[src/rtl/asseq_regs.svh]
`ifndef ASSEQ_REGS_SVH
`define ASSEQ_REGS_SVH

// ==========================================================================
// register byte offsets (word aligned, even lane is data[15:8])
`define ASSEQ_OFF_CTRL    7'h00
`define ASSEQ_OFF_PRESC   7'h02
`define ASSEQ_OFF_CTIMER  7'h04
`define ASSEQ_OFF_RANGE   7'h06
`define ASSEQ_OFF_NEW_LO  7'h08
`define ASSEQ_OFF_NEW_HI  7'h0A
`define ASSEQ_OFF_MIS_LO  7'h0C
`define ASSEQ_OFF_MIS_HI  7'h0E
`define ASSEQ_OFF_START   7'h10
`define ASSEQ_OFF_TMASK   7'h12
`define ASSEQ_OFF_GAIN    7'h20
`define ASSEQ_OFF_MBOX    7'h40

// ==========================================================================
// control field positions
`define ASSEQ_CTRL_DIFF   0
`define ASSEQ_CTRL_TRGOUT 2
`define ASSEQ_CTRL_CHIRQ  4
`define ASSEQ_CTRL_GRPIRQ 5
`define ASSEQ_CTRL_MODE_L 8
`define ASSEQ_CTRL_MODE_H 10

// scan mode codes
`define ASSEQ_MODE_OFF    3'h0
`define ASSEQ_MODE_UCONT  3'h1
`define ASSEQ_MODE_USING  3'h2
`define ASSEQ_MODE_BCONT  3'h3

// ==========================================================================
// reset values
`define ASSEQ_RST_CTRL    16'h0000
`define ASSEQ_RST_PRESC   8'h28
`define ASSEQ_RST_CTIMER  16'h0001
`define ASSEQ_RST_GAIN    2'h0

// ==========================================================================
// timing
`define ASSEQ_CLK_MHZ     250
`define ASSEQ_TICK_MHZ    8
`define ASSEQ_IRQ_DLY_US  5
`define ASSEQ_BURST_US    15
`define ASSEQ_IRQ_CYC     (`ASSEQ_IRQ_DLY_US * `ASSEQ_CLK_MHZ)
`define ASSEQ_BURST_CYC   (`ASSEQ_BURST_US * `ASSEQ_CLK_MHZ)

`endif

[src/rtl/asseq_pkg.sv]
package asseq_pkg;

  // ========================================================================
  // sequencer and bus states
  typedef enum logic [1:0] {
    SQ_IDLE,
    SQ_IVL,
    SQ_GAP
  } asseq_seq_t;

  typedef enum logic [1:0] {
    BS_IDLE,
    BS_WAIT,
    BS_ACK
  } asseq_bus_t;

  // ========================================================================
  // whole state of the sequencer top
  typedef struct packed {
    logic [15:0]        ctrl;
    logic [7:0]         presc;
    logic [15:0]        ctimer;
    logic [4:0]         ch_start;
    logic [4:0]         ch_end;
    logic               tmask;
    logic [31:0][1:0]   gain;
    logic [31:0][15:0]  mbox;
    logic [31:0]        newd;
    logic [31:0]        missd;
    asseq_seq_t         seq;
    logic [4:0]         chan;
    logic               half;
    logic [7:0]         acc;
    logic [7:0]         pre_cnt;
    logic [15:0]        ct_cnt;
    logic [11:0]        gap_cnt;
    logic [10:0]        irq_cnt;
    logic               irq_busy;
    logic               irq_ch_p;
    logic               irq_grp_p;
    logic [4:0]         tag;
    asseq_bus_t         bus;
    logic               b_we;
    logic [1:0]         b_be;
    logic [6:0]         b_addr;
    logic [15:0]        b_wdata;
    logic [15:0]        rdata;
    logic               ack;
    logic               conv_start;
    logic [4:0]         conv_ch;
    logic [3:0]         conv_gain;
    logic               trig_o;
    logic               trig_oe;
    logic               irq_chan;
    logic               irq_group;
    logic               trg_s1;
    logic               trg_s2;
    logic               trg_s3;
  } asseq_st_t;

endpackage : asseq_pkg

[src/rtl/asseq_fifo.sv]
`timescale 1ns/1ps
`default_nettype none

module asseq_fifo #(
  parameter int W = 21,
  parameter int D = 8
) (
  // clock and reset
  input  wire logic         ref_clk,
  input  wire logic         rstn,
  // fill side
  input  wire logic         in_valid,
  input  wire logic [W-1:0] in_data,
  output logic              in_ready,
  // drain side
  output logic              out_valid,
  output logic [W-1:0]      out_data,
  input  wire logic         out_ready
);

  localparam int AW = $clog2(D);

  typedef struct packed {
    logic [D-1:0][W-1:0] mem;
    logic [AW-1:0]       wp;
    logic [AW-1:0]       rp;
    logic [AW:0]         cnt;
  } asseq_fifo_st_t;

  asseq_fifo_st_t st;
  asseq_fifo_st_t next_st;
  logic           push;
  logic           pop;

  // handshakes and flags
  assign in_ready  = st.cnt != D[AW:0];
  assign out_valid = st.cnt != '0;
  assign out_data  = st.mem[st.rp];
  assign push      = in_valid && in_ready;
  assign pop       = out_valid && out_ready;

  // pointer and count update
  always_comb begin
    next_st = st;
    if (push) begin
      next_st.mem[st.wp] = in_data;
      next_st.wp         = st.wp + 1'b1;
    end
    if (pop) begin
      next_st.rp = st.rp + 1'b1;
    end
    next_st.cnt = st.cnt + {{AW{1'b0}}, push} - {{AW{1'b0}}, pop};
  end

  // state register
  always_ff @(posedge ref_clk or negedge rstn) begin
    if (!rstn) begin
      st <= '0;
    end else begin
      st <= next_st;
    end
  end

endmodule : asseq_fifo

`default_nettype wire

[src/rtl/asseq_top.sv]
// Notes on behaviour
// - trigger mask bit0 low accepts, high ignores
// - thirty-two gain registers, diff uses 0-15
// - gain code 00..11 means 1,2,4,8
// - reset clears all gain codes to unity
// - mailbox holds 32 read-only 16-bit results
// - differential continuous passes alternate mailbox halves
// - fresh result sets its new-data flag
// - overwrite before read sets missed-data flag
// - one wait state, colliding read longer
// - four mode codes: off, uniform continuous, uniform single, burst
// - uniform continuous repeats range, timer spaced
// - start by external trigger or software
// - scan mode bits zero stop scanning
// - interrupts 5 us after interval elapses
// - uniform single converts range once, timer spaced
// - uniform single differential uses lower half only
// - burst spacing 15 us, timer between groups
// - mailbox read or new start clears flags
// - prescaler at 8 MHz cascades conversion timer
`include "asseq_regs.svh"
`timescale 1ns/1ps
`default_nettype none

module asseq_top
  import asseq_pkg::*;
(
  // clock and reset
  input  wire logic        ref_clk,
  input  wire logic        rstn,
  // carrier bus
  input  wire logic        bus_sel,
  input  wire logic        bus_we,
  input  wire logic [1:0]  bus_be,
  input  wire logic [6:0]  bus_addr,
  input  wire logic [15:0] bus_wdata,
  output logic [15:0]      bus_rdata,
  output logic             bus_ack,
  // external trigger pin, active low
  input  wire logic        ext_trig_n_i,
  output logic             ext_trig_n_o,
  output logic             ext_trig_n_oe,
  // converter
  output logic             conv_start,
  output logic [4:0]       conv_ch,
  output logic [3:0]       conv_gain,
  input  wire logic        adc_valid,
  input  wire logic [15:0] adc_data,
  output logic             adc_ready,
  // interrupt requests
  output logic             irq_chan,
  output logic             irq_group
);

  asseq_st_t   st;
  asseq_st_t   next_st;
  logic        fifo_valid;
  logic [20:0] fifo_data;
  logic        drain;
  logic        rd_mbox;
  logic        sw_go;
  logic        ext_go;
  logic        go;
  logic        tick;
  logic        expire;
  logic [2:0]  mode;
  logic [4:0]  b_slot;

  // ========================================================================
  // helpers
  function automatic logic [3:0] gain_factor(input logic [1:0] code);
    gain_factor = 4'h1 << code;
  endfunction : gain_factor

  function automatic logic [15:0] merge(input logic [15:0] old,
                                        input logic [15:0] nw,
                                        input logic [1:0]  be);
    merge = {be[1] ? nw[15:8] : old[15:8], be[0] ? nw[7:0] : old[7:0]};
  endfunction : merge

  function automatic logic [4:0] slot_of(input logic diff, input logic half,
                                         input logic [4:0] ch);
    slot_of = diff ? {half, ch[3:0]} : ch;
  endfunction : slot_of

  // ========================================================================
  // result buffer between converter and mailbox
  asseq_fifo #(.W(21), .D(8)) u_fifo (
    .ref_clk   (ref_clk),
    .rstn      (rstn),
    .in_valid  (adc_valid),
    .in_data   ({st.tag, adc_data}),
    .in_ready  (adc_ready),
    .out_valid (fifo_valid),
    .out_data  (fifo_data),
    .out_ready (drain)
  );

  // ========================================================================
  // decode of the pending bus access and start conditions
  assign mode    = st.ctrl[`ASSEQ_CTRL_MODE_H:`ASSEQ_CTRL_MODE_L];
  assign rd_mbox = (st.bus == BS_WAIT) && !st.b_we && st.b_addr[6];
  assign b_slot  = st.b_addr[5:1];
  // a mailbox read of another slot holds the drain for one cycle
  assign drain   = fifo_valid &&
                   !(rd_mbox && (fifo_data[20:16] != b_slot));
  assign sw_go   = (st.bus == BS_WAIT) && st.b_we && st.b_be[0] &&
                   (st.b_addr == `ASSEQ_OFF_START) && st.b_wdata[0];
  assign ext_go  = st.trg_s3 && !st.trg_s2 && !st.tmask &&
                   !st.ctrl[`ASSEQ_CTRL_TRGOUT];
  assign go      = (sw_go || ext_go) && (st.seq == SQ_IDLE) &&
                   (mode != `ASSEQ_MODE_OFF) && (mode <= `ASSEQ_MODE_BCONT);
  // 8 MHz tick from a fractional accumulator
  assign tick    = ({1'b0, st.acc} + 9'(`ASSEQ_TICK_MHZ)) >=
                   9'(`ASSEQ_CLK_MHZ);
  assign expire  = tick && (st.pre_cnt <= 8'h01) && (st.ct_cnt <= 16'h0001);

  // ========================================================================
  // next state
  always_comb begin
    logic       fire;
    logic       last;
    logic [4:0] slot;
    fire    = 1'b0;
    last    = st.chan == st.ch_end;
    slot    = 5'h00;
    next_st = st;
    next_st.conv_start = 1'b0;
    next_st.ack        = 1'b0;
    next_st.irq_chan   = 1'b0;
    next_st.irq_group  = 1'b0;
    next_st.trig_o     = 1'b1;
    next_st.trig_oe    = st.ctrl[`ASSEQ_CTRL_TRGOUT];
    next_st.trg_s1     = ext_trig_n_i;
    next_st.trg_s2     = st.trg_s1;
    next_st.trg_s3     = st.trg_s2;
    next_st.acc        = tick ? 8'(st.acc + 8'(`ASSEQ_TICK_MHZ) -
                                   8'(`ASSEQ_CLK_MHZ))
                              : 8'(st.acc + 8'(`ASSEQ_TICK_MHZ));

    // prescaler cascaded into the conversion timer
    if (tick) begin
      if (st.pre_cnt <= 8'h01) begin
        next_st.pre_cnt = st.presc;
        next_st.ct_cnt  = st.ct_cnt - 16'h0001;
      end else begin
        next_st.pre_cnt = st.pre_cnt - 8'h01;
      end
    end

    // bus access: capture, one wait cycle, answer
    unique case (st.bus)
      BS_IDLE: begin
        if (bus_sel) begin
          next_st.bus     = BS_WAIT;
          next_st.b_we    = bus_we;
          next_st.b_be    = bus_be;
          next_st.b_addr  = {bus_addr[6:1], 1'b0};
          next_st.b_wdata = bus_wdata;
        end
      end
      BS_WAIT: begin
        if (rd_mbox && fifo_valid && fifo_data[20:16] == b_slot) begin
          next_st.bus = BS_WAIT;
        end else begin
          next_st.bus   = BS_ACK;
          next_st.ack   = 1'b1;
          next_st.rdata = 16'h0000;
          if (st.b_we) begin
            if (st.b_addr == `ASSEQ_OFF_CTRL) begin
              next_st.ctrl = merge(st.ctrl, st.b_wdata, st.b_be);
            end
            if (st.b_addr == `ASSEQ_OFF_PRESC && st.b_be[0]) begin
              next_st.presc = st.b_wdata[7:0];
            end
            if (st.b_addr == `ASSEQ_OFF_CTIMER) begin
              next_st.ctimer = merge(st.ctimer, st.b_wdata, st.b_be);
            end
            if (st.b_addr == `ASSEQ_OFF_RANGE) begin
              if (st.b_be[1]) next_st.ch_end = st.b_wdata[12:8];
              if (st.b_be[0]) next_st.ch_start = st.b_wdata[4:0];
            end
            if (st.b_addr == `ASSEQ_OFF_TMASK && st.b_be[0]) begin
              next_st.tmask = st.b_wdata[0];
            end
            if (st.b_addr[6:5] == 2'b01) begin
              if (st.b_be[1]) next_st.gain[{st.b_addr[4:1], 1'b0}] =
                                st.b_wdata[9:8];
              if (st.b_be[0]) next_st.gain[{st.b_addr[4:1], 1'b1}] =
                                st.b_wdata[1:0];
            end
          end else begin
            unique case (st.b_addr)
              `ASSEQ_OFF_CTRL:   next_st.rdata = st.ctrl;
              `ASSEQ_OFF_PRESC:  next_st.rdata = {8'h00, st.presc};
              `ASSEQ_OFF_CTIMER: next_st.rdata = st.ctimer;
              `ASSEQ_OFF_RANGE:  next_st.rdata = {3'h0, st.ch_end,
                                                  3'h0, st.ch_start};
              `ASSEQ_OFF_NEW_LO: next_st.rdata = st.newd[15:0];
              `ASSEQ_OFF_NEW_HI: next_st.rdata = st.newd[31:16];
              `ASSEQ_OFF_MIS_LO: next_st.rdata = st.missd[15:0];
              `ASSEQ_OFF_MIS_HI: next_st.rdata = st.missd[31:16];
              `ASSEQ_OFF_TMASK:  next_st.rdata = {15'h0000, st.tmask};
              default: begin
                if (st.b_addr[6]) begin
                  // a just-drained word is returned fresh
                  next_st.rdata = st.mbox[b_slot];
                  next_st.newd[b_slot]  = 1'b0;
                  next_st.missd[b_slot] = 1'b0;
                end else if (st.b_addr[6:5] == 2'b01) begin
                  next_st.rdata = {6'h00,
                                   st.gain[{st.b_addr[4:1], 1'b0}],
                                   6'h00,
                                   st.gain[{st.b_addr[4:1], 1'b1}]};
                end
              end
            endcase
          end
        end
      end
      BS_ACK: begin
        next_st.bus = BS_IDLE;
      end
    endcase

    // acquisition start clears all flags
    if (go) begin
      next_st.newd  = '0;
      next_st.missd = '0;
      next_st.chan  = st.ch_start;
      next_st.half  = 1'b0;
      next_st.trig_o = !st.ctrl[`ASSEQ_CTRL_TRGOUT];
      fire = 1'b1;
    end

    // sequencer
    unique case (st.seq)
      SQ_IDLE: begin
      end
      SQ_IVL: begin
        if (expire) begin
          next_st.irq_busy = 1'b1;
          next_st.irq_cnt  = 11'(`ASSEQ_IRQ_CYC);
          next_st.irq_ch_p = (mode != `ASSEQ_MODE_BCONT) &&
                             st.ctrl[`ASSEQ_CTRL_CHIRQ];
          next_st.irq_grp_p = (last || mode == `ASSEQ_MODE_BCONT) &&
                              st.ctrl[`ASSEQ_CTRL_GRPIRQ];
          if (mode == `ASSEQ_MODE_USING && last) begin
            next_st.seq = SQ_IDLE;
          end else if (last || mode == `ASSEQ_MODE_BCONT) begin
            next_st.chan = st.ch_start;
            next_st.half = !st.half;
            fire = 1'b1;
          end else begin
            next_st.chan = st.chan + 5'h01;
            fire = 1'b1;
          end
        end
      end
      SQ_GAP: begin
        if (st.gap_cnt <= 12'h001) begin
          next_st.chan = st.chan + 5'h01;
          fire = 1'b1;
        end else begin
          next_st.gap_cnt = st.gap_cnt - 12'h001;
        end
      end
      default: next_st.seq = SQ_IDLE;
    endcase

    // issue a conversion and schedule the next one
    if (fire) begin
      next_st.conv_start = 1'b1;
      next_st.conv_ch    = next_st.chan;
      next_st.conv_gain  = gain_factor(st.gain[next_st.chan]);
      next_st.tag        = slot_of(st.ctrl[`ASSEQ_CTRL_DIFF],
                                   next_st.half, next_st.chan);
      if (mode == `ASSEQ_MODE_BCONT && next_st.chan != st.ch_end) begin
        next_st.seq     = SQ_GAP;
        next_st.gap_cnt = 12'(`ASSEQ_BURST_CYC);
      end else begin
        next_st.seq     = SQ_IVL;
        next_st.pre_cnt = st.presc;
        next_st.ct_cnt  = st.ctimer;
        // restart the tick phase so every interval is whole
        next_st.acc     = 8'h00;
      end
    end

    // writing scan mode zero stops and rewinds
    if (mode == `ASSEQ_MODE_OFF) begin
      next_st.seq  = SQ_IDLE;
      next_st.chan = st.ch_start;
    end

    // interrupt delay; a due pulse still fires when a new expiry rearms
    if (st.irq_busy && st.irq_cnt <= 11'h001) begin
      next_st.irq_chan  = st.irq_ch_p;
      next_st.irq_group = st.irq_grp_p;
    end
    if (st.irq_busy && !(st.seq == SQ_IVL && expire)) begin
      if (st.irq_cnt <= 11'h001) begin
        next_st.irq_busy  = 1'b0;
      end else begin
        next_st.irq_cnt = st.irq_cnt - 11'h001;
      end
    end

    // mailbox write from the buffer; set wins over any clear
    if (drain) begin
      slot = fifo_data[20:16];
      next_st.mbox[slot] = fifo_data[15:0];
      next_st.newd[slot] = 1'b1;
      if (st.newd[slot]) begin
        next_st.missd[slot] = 1'b1;
      end
    end
  end

  // state register
  always_ff @(posedge ref_clk or negedge rstn) begin
    if (!rstn) begin
      st          <= '0;
      st.ctrl     <= `ASSEQ_RST_CTRL;
      st.presc    <= `ASSEQ_RST_PRESC;
      st.ctimer   <= `ASSEQ_RST_CTIMER;
      st.gain     <= {32{`ASSEQ_RST_GAIN}};
      st.seq      <= SQ_IDLE;
      st.bus      <= BS_IDLE;
      st.trig_o   <= 1'b1;
      st.trg_s1   <= 1'b1;
      st.trg_s2   <= 1'b1;
      st.trg_s3   <= 1'b1;
    end else begin
      st <= next_st;
    end
  end

  // outputs
  assign bus_rdata     = st.rdata;
  assign bus_ack       = st.ack;
  assign ext_trig_n_o  = st.trig_o;
  assign ext_trig_n_oe = st.trig_oe;
  assign conv_start    = st.conv_start;
  assign conv_ch       = st.conv_ch;
  assign conv_gain     = st.conv_gain;
  assign irq_chan      = st.irq_chan;
  assign irq_group     = st.irq_group;
endmodule : asseq_top

`default_nettype wire

[config.mk]
export PLATFORM = sky130hd
export DESIGN_NAME = asseq_top
export DESIGN_NICKNAME = d
export VERILOG_FILES = /design/src/rtl/asseq_pkg.sv /design/src/rtl/asseq_fifo.sv /design/src/rtl/asseq_top.sv
export VERILOG_INCLUDE_DIRS = /design/src /design/src/rtl
export SDC_FILE = /design/constraint.sdc
export NUM_CORES = 2
export LEC_CHECK = 0
export CORE_MARGIN = 8
export CORE_UTILIZATION = 30
export CTS_CLUSTER_SIZE = 20
export DETAILED_ROUTE_END_ITERATION = 7
export DONT_BUFFER_PORTS = 1
export HOLD_SLACK_MARGIN = 0.06
export SETUP_SLACK_MARGIN = 0.02
export SKIP_CTS_REPAIR_TIMING = 1
export SLEW_MARGIN = 25
export SYNTH_ARGS = -nofsm -noshare
export SYNTH_HDL_FRONTEND = slang
export SYNTH_SLANG_ARGS = --single-unit
[constraint.sdc]
create_clock -name ref_clk -period 3.9 [get_ports ref_clk]
set_input_delay 0.39 -clock ref_clk [delete_from_list [all_inputs] [get_ports ref_clk]]
set_output_delay 0.39 -clock ref_clk [all_outputs]
set_load 0.01 [all_outputs]
Word level (Yosys, flattened, before mapping)
Cells that the tools add are included.
{"block": "op_classes", "addsub": 12, "n_lt_le_gt_ge": 18, "n_eq_ne": 26, "shifts": 1, "muxes": 87, "n_bitwise": 6, "reduce_logical": 64}
{"operator": "$mux 64", "n": 13}
{"operator": "$bwmux 512", "n": 1}
{"operator": "$bwmux 168", "n": 1}
{"operator": "$pmux 16 s9", "n": 1}
{"operator": "$bwmux 64", "n": 2}
{"operator": "$bmux 16 s5", "n": 1}
{"operator": "$demux 16 s5", "n": 1}
{"operator": "$mux 16", "n": 5}
{"operator": "$and 32x32->32", "n": 2}
{"operator": "$mux 32", "n": 2}
{"operator": "$or 32x32->32", "n": 2}
{"operator": "$bmux 21 s3", "n": 1}
{"operator": "$demux 21 s3", "n": 1}
{"operator": "$mux 12", "n": 4}
{"operator": "$mux 44", "n": 1}
{"operator": "$mux 21", "n": 2}
{"operator": "$logic_and 1x1->1", "n": 34}
{"operator": "$not 32->32", "n": 1}
{"operator": "$lt 5x6->1 const B", "n": 5}
{"operator": "$reduce_and 5->1", "n": 6}
{"operator": "$mux 14", "n": 2}
{"operator": "$mux 28", "n": 1}
{"operator": "$eq 6x3->1 const B", "n": 4}
{"operator": "$mux 24", "n": 1}
{"operator": "63 further kinds", "n": 120}
{"block": "totals", "regBits": 1001}

Logic depth before layout (Yosys ltp)
{"block": "depth", "ltp_word": 19, "ltp_mapped": 17, "ltp_nobuf": 13}

Hierarchy
From an unflattened synthesis, not the netlist that was laid out.
{"block": "unflattened", "hier_cells": 3360, "area_unflattened_um2": 47215.3}
{"module": "asseq_top", "instances": 1, "cells_per_inst": 2877, "area_each_um2": 38966.1, "seq_area_each_um2": 20478.4}
{"module": "asseq_fifo", "instances": 1, "cells_per_inst": 483, "area_each_um2": 8249.2, "seq_area_each_um2": 4454.3}

Worst setup path before layout
OpenSTA, ideal clock, no wires.
{"block": "synth_path", "path_type": "flip-flop to flip-flop", "start": "register st[61] (netlist name)", "end": "register st (netlist bit conv_gain[3])", "arrival_time_ns": 3.971, "required_time_ns": 3.780, "path_slack_ns": -0.192, "path_stages_with_launch": 16, "n_path_buf": 2, "cell_sequence": "dfrtp_1 inv_1 ha_1 and3_1 clkbuf_1 a41oi_1 nor4b_4 mux2_2 a21boi_1 nor2_2 buf_2 mux2i_1 a22o_1 nor4_1 or4_1 a31o_2"}
{"block": "synth_via", "elab_chain_cells": 16, "word_cells_on_any_way": 22, "classes_between": "eq/ne: 1; shift: 1; mux: 12; reduce/logical: 8"}
{"element": "start, declared", "line_no": "asseq_top.sv:55", "source": "asseq_st_t st;"}
{"element": "start signal, assigned", "line_no": "asseq_top.sv:335", "source": "st <= next_st;"}
{"element": "$eq 2x1->1 (*)", "line_no": "asseq_top.sv:107", "source": "assign sw_go = (st.bus == BS_WAIT) && st.b_we && st.b_be[0] &&"}
{"element": "$logic_and 1x1->1 (*) (4 in series)", "line_no": "asseq_top.sv:107"}
{"element": "$logic_or 1x1->1 (*)", "line_no": "asseq_top.sv:111", "source": "assign go = (sw_go || ext_go) && (st.seq == SQ_IDLE) &&"}
{"element": "$logic_and 1x1->1 (*) (3 in series)", "line_no": "asseq_top.sv:111"}
{"element": "$mux 6", "line_no": "asseq_top.sv:227", "source": "if (go) begin"}
{"element": "$mux 6", "line_no": "asseq_top.sv:248", "source": "if (mode == `ASSEQ_MODE_USING && last) begin"}
{"element": "$mux 8", "line_no": "asseq_top.sv:241", "source": "if (expire) begin"}
{"element": "$pmux 5 s2", "line_no": "asseq_top.sv:237", "source": "unique case (st.seq)"}
{"element": "$bmux 2 s5", "line_no": "asseq_top.sv:275", "source": "next_st.conv_gain = gain_factor(st.gain[next_st.chan]);"}
{"element": "$mux 2 (not written as such)", "line_no": "asseq_top.sv:275"}
{"element": "$shl 1x2->4", "line_no": "asseq_top.sv:72", "source": "gain_factor = 4'h1 << code;"}
Every way passes the cells marked *; elsewhere a longest branch is shown, timed or not. The select of a mux whose other input is x is not followed.
A chain may end at the register's enable or synchronous reset.

Worst setup path after layout
{"block": "layout_path", "start": "register st[114] (netlist name)", "end": "register st (netlist bit conv_gain[3])"}
{"block": "layout_via", "elab_chain_cells": 8, "word_cells_on_any_way": 10, "classes_between": "order compare: 1; shift: 1; mux: 6; reduce/logical: 2"}
{"element": "$le 8x1->1 (*)", "line_no": "asseq_top.sv:116", "source": "assign expire = tick && (st.pre_cnt <= 8'h01) && (st.ct_cnt <= 16'h0001);"}
{"element": "$logic_and 1x1->1 (*) (2 in series)", "line_no": "asseq_top.sv:116"}
{"element": "$mux 8", "line_no": "asseq_top.sv:241"}
{"element": "$pmux 5 s2", "line_no": "asseq_top.sv:237"}
{"element": "$bmux 2 s5", "line_no": "asseq_top.sv:275"}
{"element": "$mux 2 (not written as such)", "line_no": "asseq_top.sv:275"}
{"element": "$shl 1x2->4", "line_no": "asseq_top.sv:72"}
Marks and branches as above.

==> impl_metrics.tcl <==
set metrics [dict create \
    insertion_delay_ns 0.73 \
    place_ws_ns -0.150 \
    die-area_um2 166000 \
    gp_congestion 0.888 \
    avgSynthCellArea_um2 11.7 \
    antenna_found_initial 9 \
    layout-drive-gt1-share_pct 26.6 \
    cts_tree "done" \
    grt_start_max_net_pins 997 \
    path_cells "or4b_4, or4_4, nor4_4, or4b_4, o211ai_1, nor2_4, buf_6, mux2_2, o22ai_2, a211oi_2, or4_4, a31o_4" \
    slew_viol_final 0 \
    placeableCoreArea_um2 152000 \
    cp_num_buf_inv 1 \
    p_leak_nw 24.1 \
    synth_seq_area_share_pct 54.3 \
    reg2reg_depth 12 \
    track_usage_pct 14.8 \
    cts_made_buffers 102 \
    rsz0062_at_grt "true" \
    syn_to_final_growth_pct 17.5 \
    max-vdd-ir-drop_uv 564 \
    cap_violations 0 \
    fp-row-count 143 \
    power_density_nw_per_um2 678 \
    power_mw 36.6 \
    vias 31900 \
    worstPathArrival_ns 4.70 \
    finalCriticalPeriod_ns 4.14 \
    slowest_stage "or4_4" \
    syn-cell-area_um2 45900 \
    syn_inst 3912 \
    max-slew-margin-rel_pct 26.4 \
    clk_path_buf_depth 3 \
    routed_via_density 5.25 \
    layout_commonest_cell "dfrtp_1" \
    violations "negative setup slack" \
    fmax_mhz 242 \
    die_y_um 407 \
    ys_warn_count 0 \
    io-pin-count 79 \
    syn-num-nets 3985 \
    fin_skew_ns 0.0635 \
    path_max_fanout 7 \
    drt-total-wl_um 128000 \
    whs_path_depth 1 \
    endpoint_kind "flop" \
    grt_pass1_wl_um 195000 \
    gr-total-overflow 0 \
    cts.sinks 996 \
    worst_slew_pin_slew_ns 1.10 \
    synth_edf_count 0 \
    cpPeakStageDelay_ns 0.58 \
    cts_root_buf "clkbuf_16" \
    hold_viol_final 0 \
    wl_per_cell_um 21.0 \
    drc 0 \
    dp_hpwl_um 80700 \
    final_antenna_net_count 0 \
    async_reset_ff_share_pct 100 \
    critical_path_class "reg2reg" \
    start_util_pct 30.2 \
    outcome "finished, violations left" \
    nets 4043 \
    startpoint_type "flop" \
    finalCritPeriodShare_pct 106 \
    hold_class "in2reg" \
    synth_seq_cells 996 \
    drtPass1Iterations 8 \
    clkTransAtPathRegs_ns 0.07 \
    synth_ff_type "dfrtp_1" \
    drt_iter0_drc 2861 \
    mostFrequentLayoutCells "dfrtp_1, nor2_1, a21oi_1" \
    required_ns 4.47 \
    synth.distinct_cells 84 \
    die_w_um 407 \
    cts_htree_levels 3 \
    worstSetupPathDepth 12 \
    port_buffers 0 \
    grt_pass1_vias 31000 \
    setup_violations 43 \
    layout_setup_ws_ns -0.238 \
    crit_family "simple AND/OR/NAND/NOR gates" \
]
==> cells in the mapped netlist, types with 4 or more instances <==
| master | n | area [um^2] |
|---|---|---|
| nor4_1 | 16 | 100 |
| a21oi_1 | 537 | 2690 |
| o31a_1 | 4 | 35.0 |
| ha_1 | 25 | 313 |
| nor4b_1 | 5 | 43.8 |
| xor2_1 | 16 | 140 |
| buf_4 | 25 | 188 |
| mux2_2 | 339 | 3820 |
| a22o_1 | 44 | 385 |
| nand2b_1 | 14 | 87.6 |
| mux4_2 | 222 | 5000 |
| buf_2 | 6 | 30.0 |
| a31o_2 | 5 | 43.8 |
| dfrtp_1 | 989 | 24700 |
| xnor2_1 | 41 | 359 |
| nor2b_1 | 14 | 87.6 |
| or4_1 | 9 | 67.6 |
| o211ai_1 | 7 | 52.6 |
| clkbuf_1 | 246 | 923 |
| and3_1 | 11 | 68.8 |
| nand4b_1 | 4 | 35.0 |
| dfstp_2 | 7 | 184 |
| o22ai_1 | 11 | 68.8 |
| o31ai_1 | 15 | 113 |
| buf_1 | 36 | 135 |
| a31oi_1 | 13 | 81.3 |
| a22oi_1 | 32 | 240 |
| o21a_1 | 4 | 30.0 |
| a211oi_1 | 8 | 60.1 |
| or2_2 | 6 | 37.5 |
| o21ai_0 | 93 | 465 |
| nor3_1 | 26 | 130 |
| a21o_1 | 35 | 263 |
| a221oi_1 | 9 | 78.8 |
| nand4_1 | 12 | 75.1 |
| nand2_1 | 180 | 676 |
| and2_1 | 10 | 62.6 |
| or3_1 | 20 | 125 |
| inv_1 | 33 | 124 |
| nor2_1 | 606 | 2270 |
| mux2i_1 | 61 | 611 |
| nand3_1 | 52 | 260 |
==> registers in the layout (all words and copies together) (netlist names) <==
register and cells:
st 780, u_fifo.st 178, bus_rdata 16, b_slot 5
conv_gain 4, mode 3, next_st 3, bus_ack 1
conv_ch 1, conv_start 1, ext_trig_n_o 1, ext_trig_n_oe 1
irq_chan 1, irq_group 1
==> cell families (layout without fill, tap and decap cells) <==
logic type / count (synthesis) / in the layout / synth area share (%)
and+or+nand+nor: 1001 / 1001 / 9.39
DFF: 996 / 996 / 54.3
AOI/OAI and AO/OA: 857 / 857 / 10.8
muxes: 623 / 623 / 20.6
buffers and inverters: 351 / 492 / 3.12
xor gates and xnor gates: 57 / 57 / 1.09
adders and majority gates: 27 / 27 / 0.746
other: 0 / 4 / 0
==> per-layer routing <==
layer	track usage [%]	wire [um]
met3	2.71	7100
met5	0	175
met4	4.52	3920
met1	20.9	57000
met2	23.2	59400
==> power breakdown <==
group	total [mW]	switching (mW)	internal, mW
registers	13.7	1.52	12.1
logic	12.9	7.71	5.23
clock network	10.0	4.24	5.78
==> metrics by stage <==
stage,std cells,TNS [ns],hold slack [ns],utilization (%),cell area (um^2)
floorplan,3912,0,0.0944,-,45900
global placement,5826,-1.43,0.123,32.5,49400
detailed placement,5826,-3.40,0.127,32.5,49400
CTS,6013,-3.73,-0.635,34.8,52900
global route,6085,-9.98,0.231,35.5,54000
finish,6087,-5.33,0.281,35.5,54000
==> worst register-to-register path, delay by kind of cell, from the launching register on <==
kind	cells	cell delay (ns)
buf+inv	1	0.17
compound gates	4	0.68
flops	1	0.38
mux	1	0.28
simple gates	6	2.50
==> final timing paths <==
| check | startpoint | endpoint | slack [ns] |
|---|---|---|---|
| max reg2reg | st[114] | conv_gain[3] | -0.24 |
| max in group asynchronous | rstn | st[587] | 0.40 |
| min reg2reg | next_st[0] | st[0] | 0.38 |
| min | ext_trig_n_i | next_st[1] | 0.28 |
| min in group asynchronous | rstn | st[87] | 0.53 |
| max | st[114] | conv_gain[3] | -0.24 |
==> cell type report <==
| type | instances | area [um^2] |
|---|---|---|
| fillers | 14700 | 97900 |
| flip-flops and latches | 996 | 25000 |
| multi-input cells | 2565 | 20200 |
| clock buffers | 154 | 2990 |
| repair buffers | 268 | 2660 |
| well taps | 2030 | 2540 |
| clock inverters | 33 | 459 |
| inverters | 36 | 139 |
| diodes | 4 | 10.0 |
| repair inverters | 1 | 7.51 |
No activity file was read; power rests on OpenSTA's default activity.
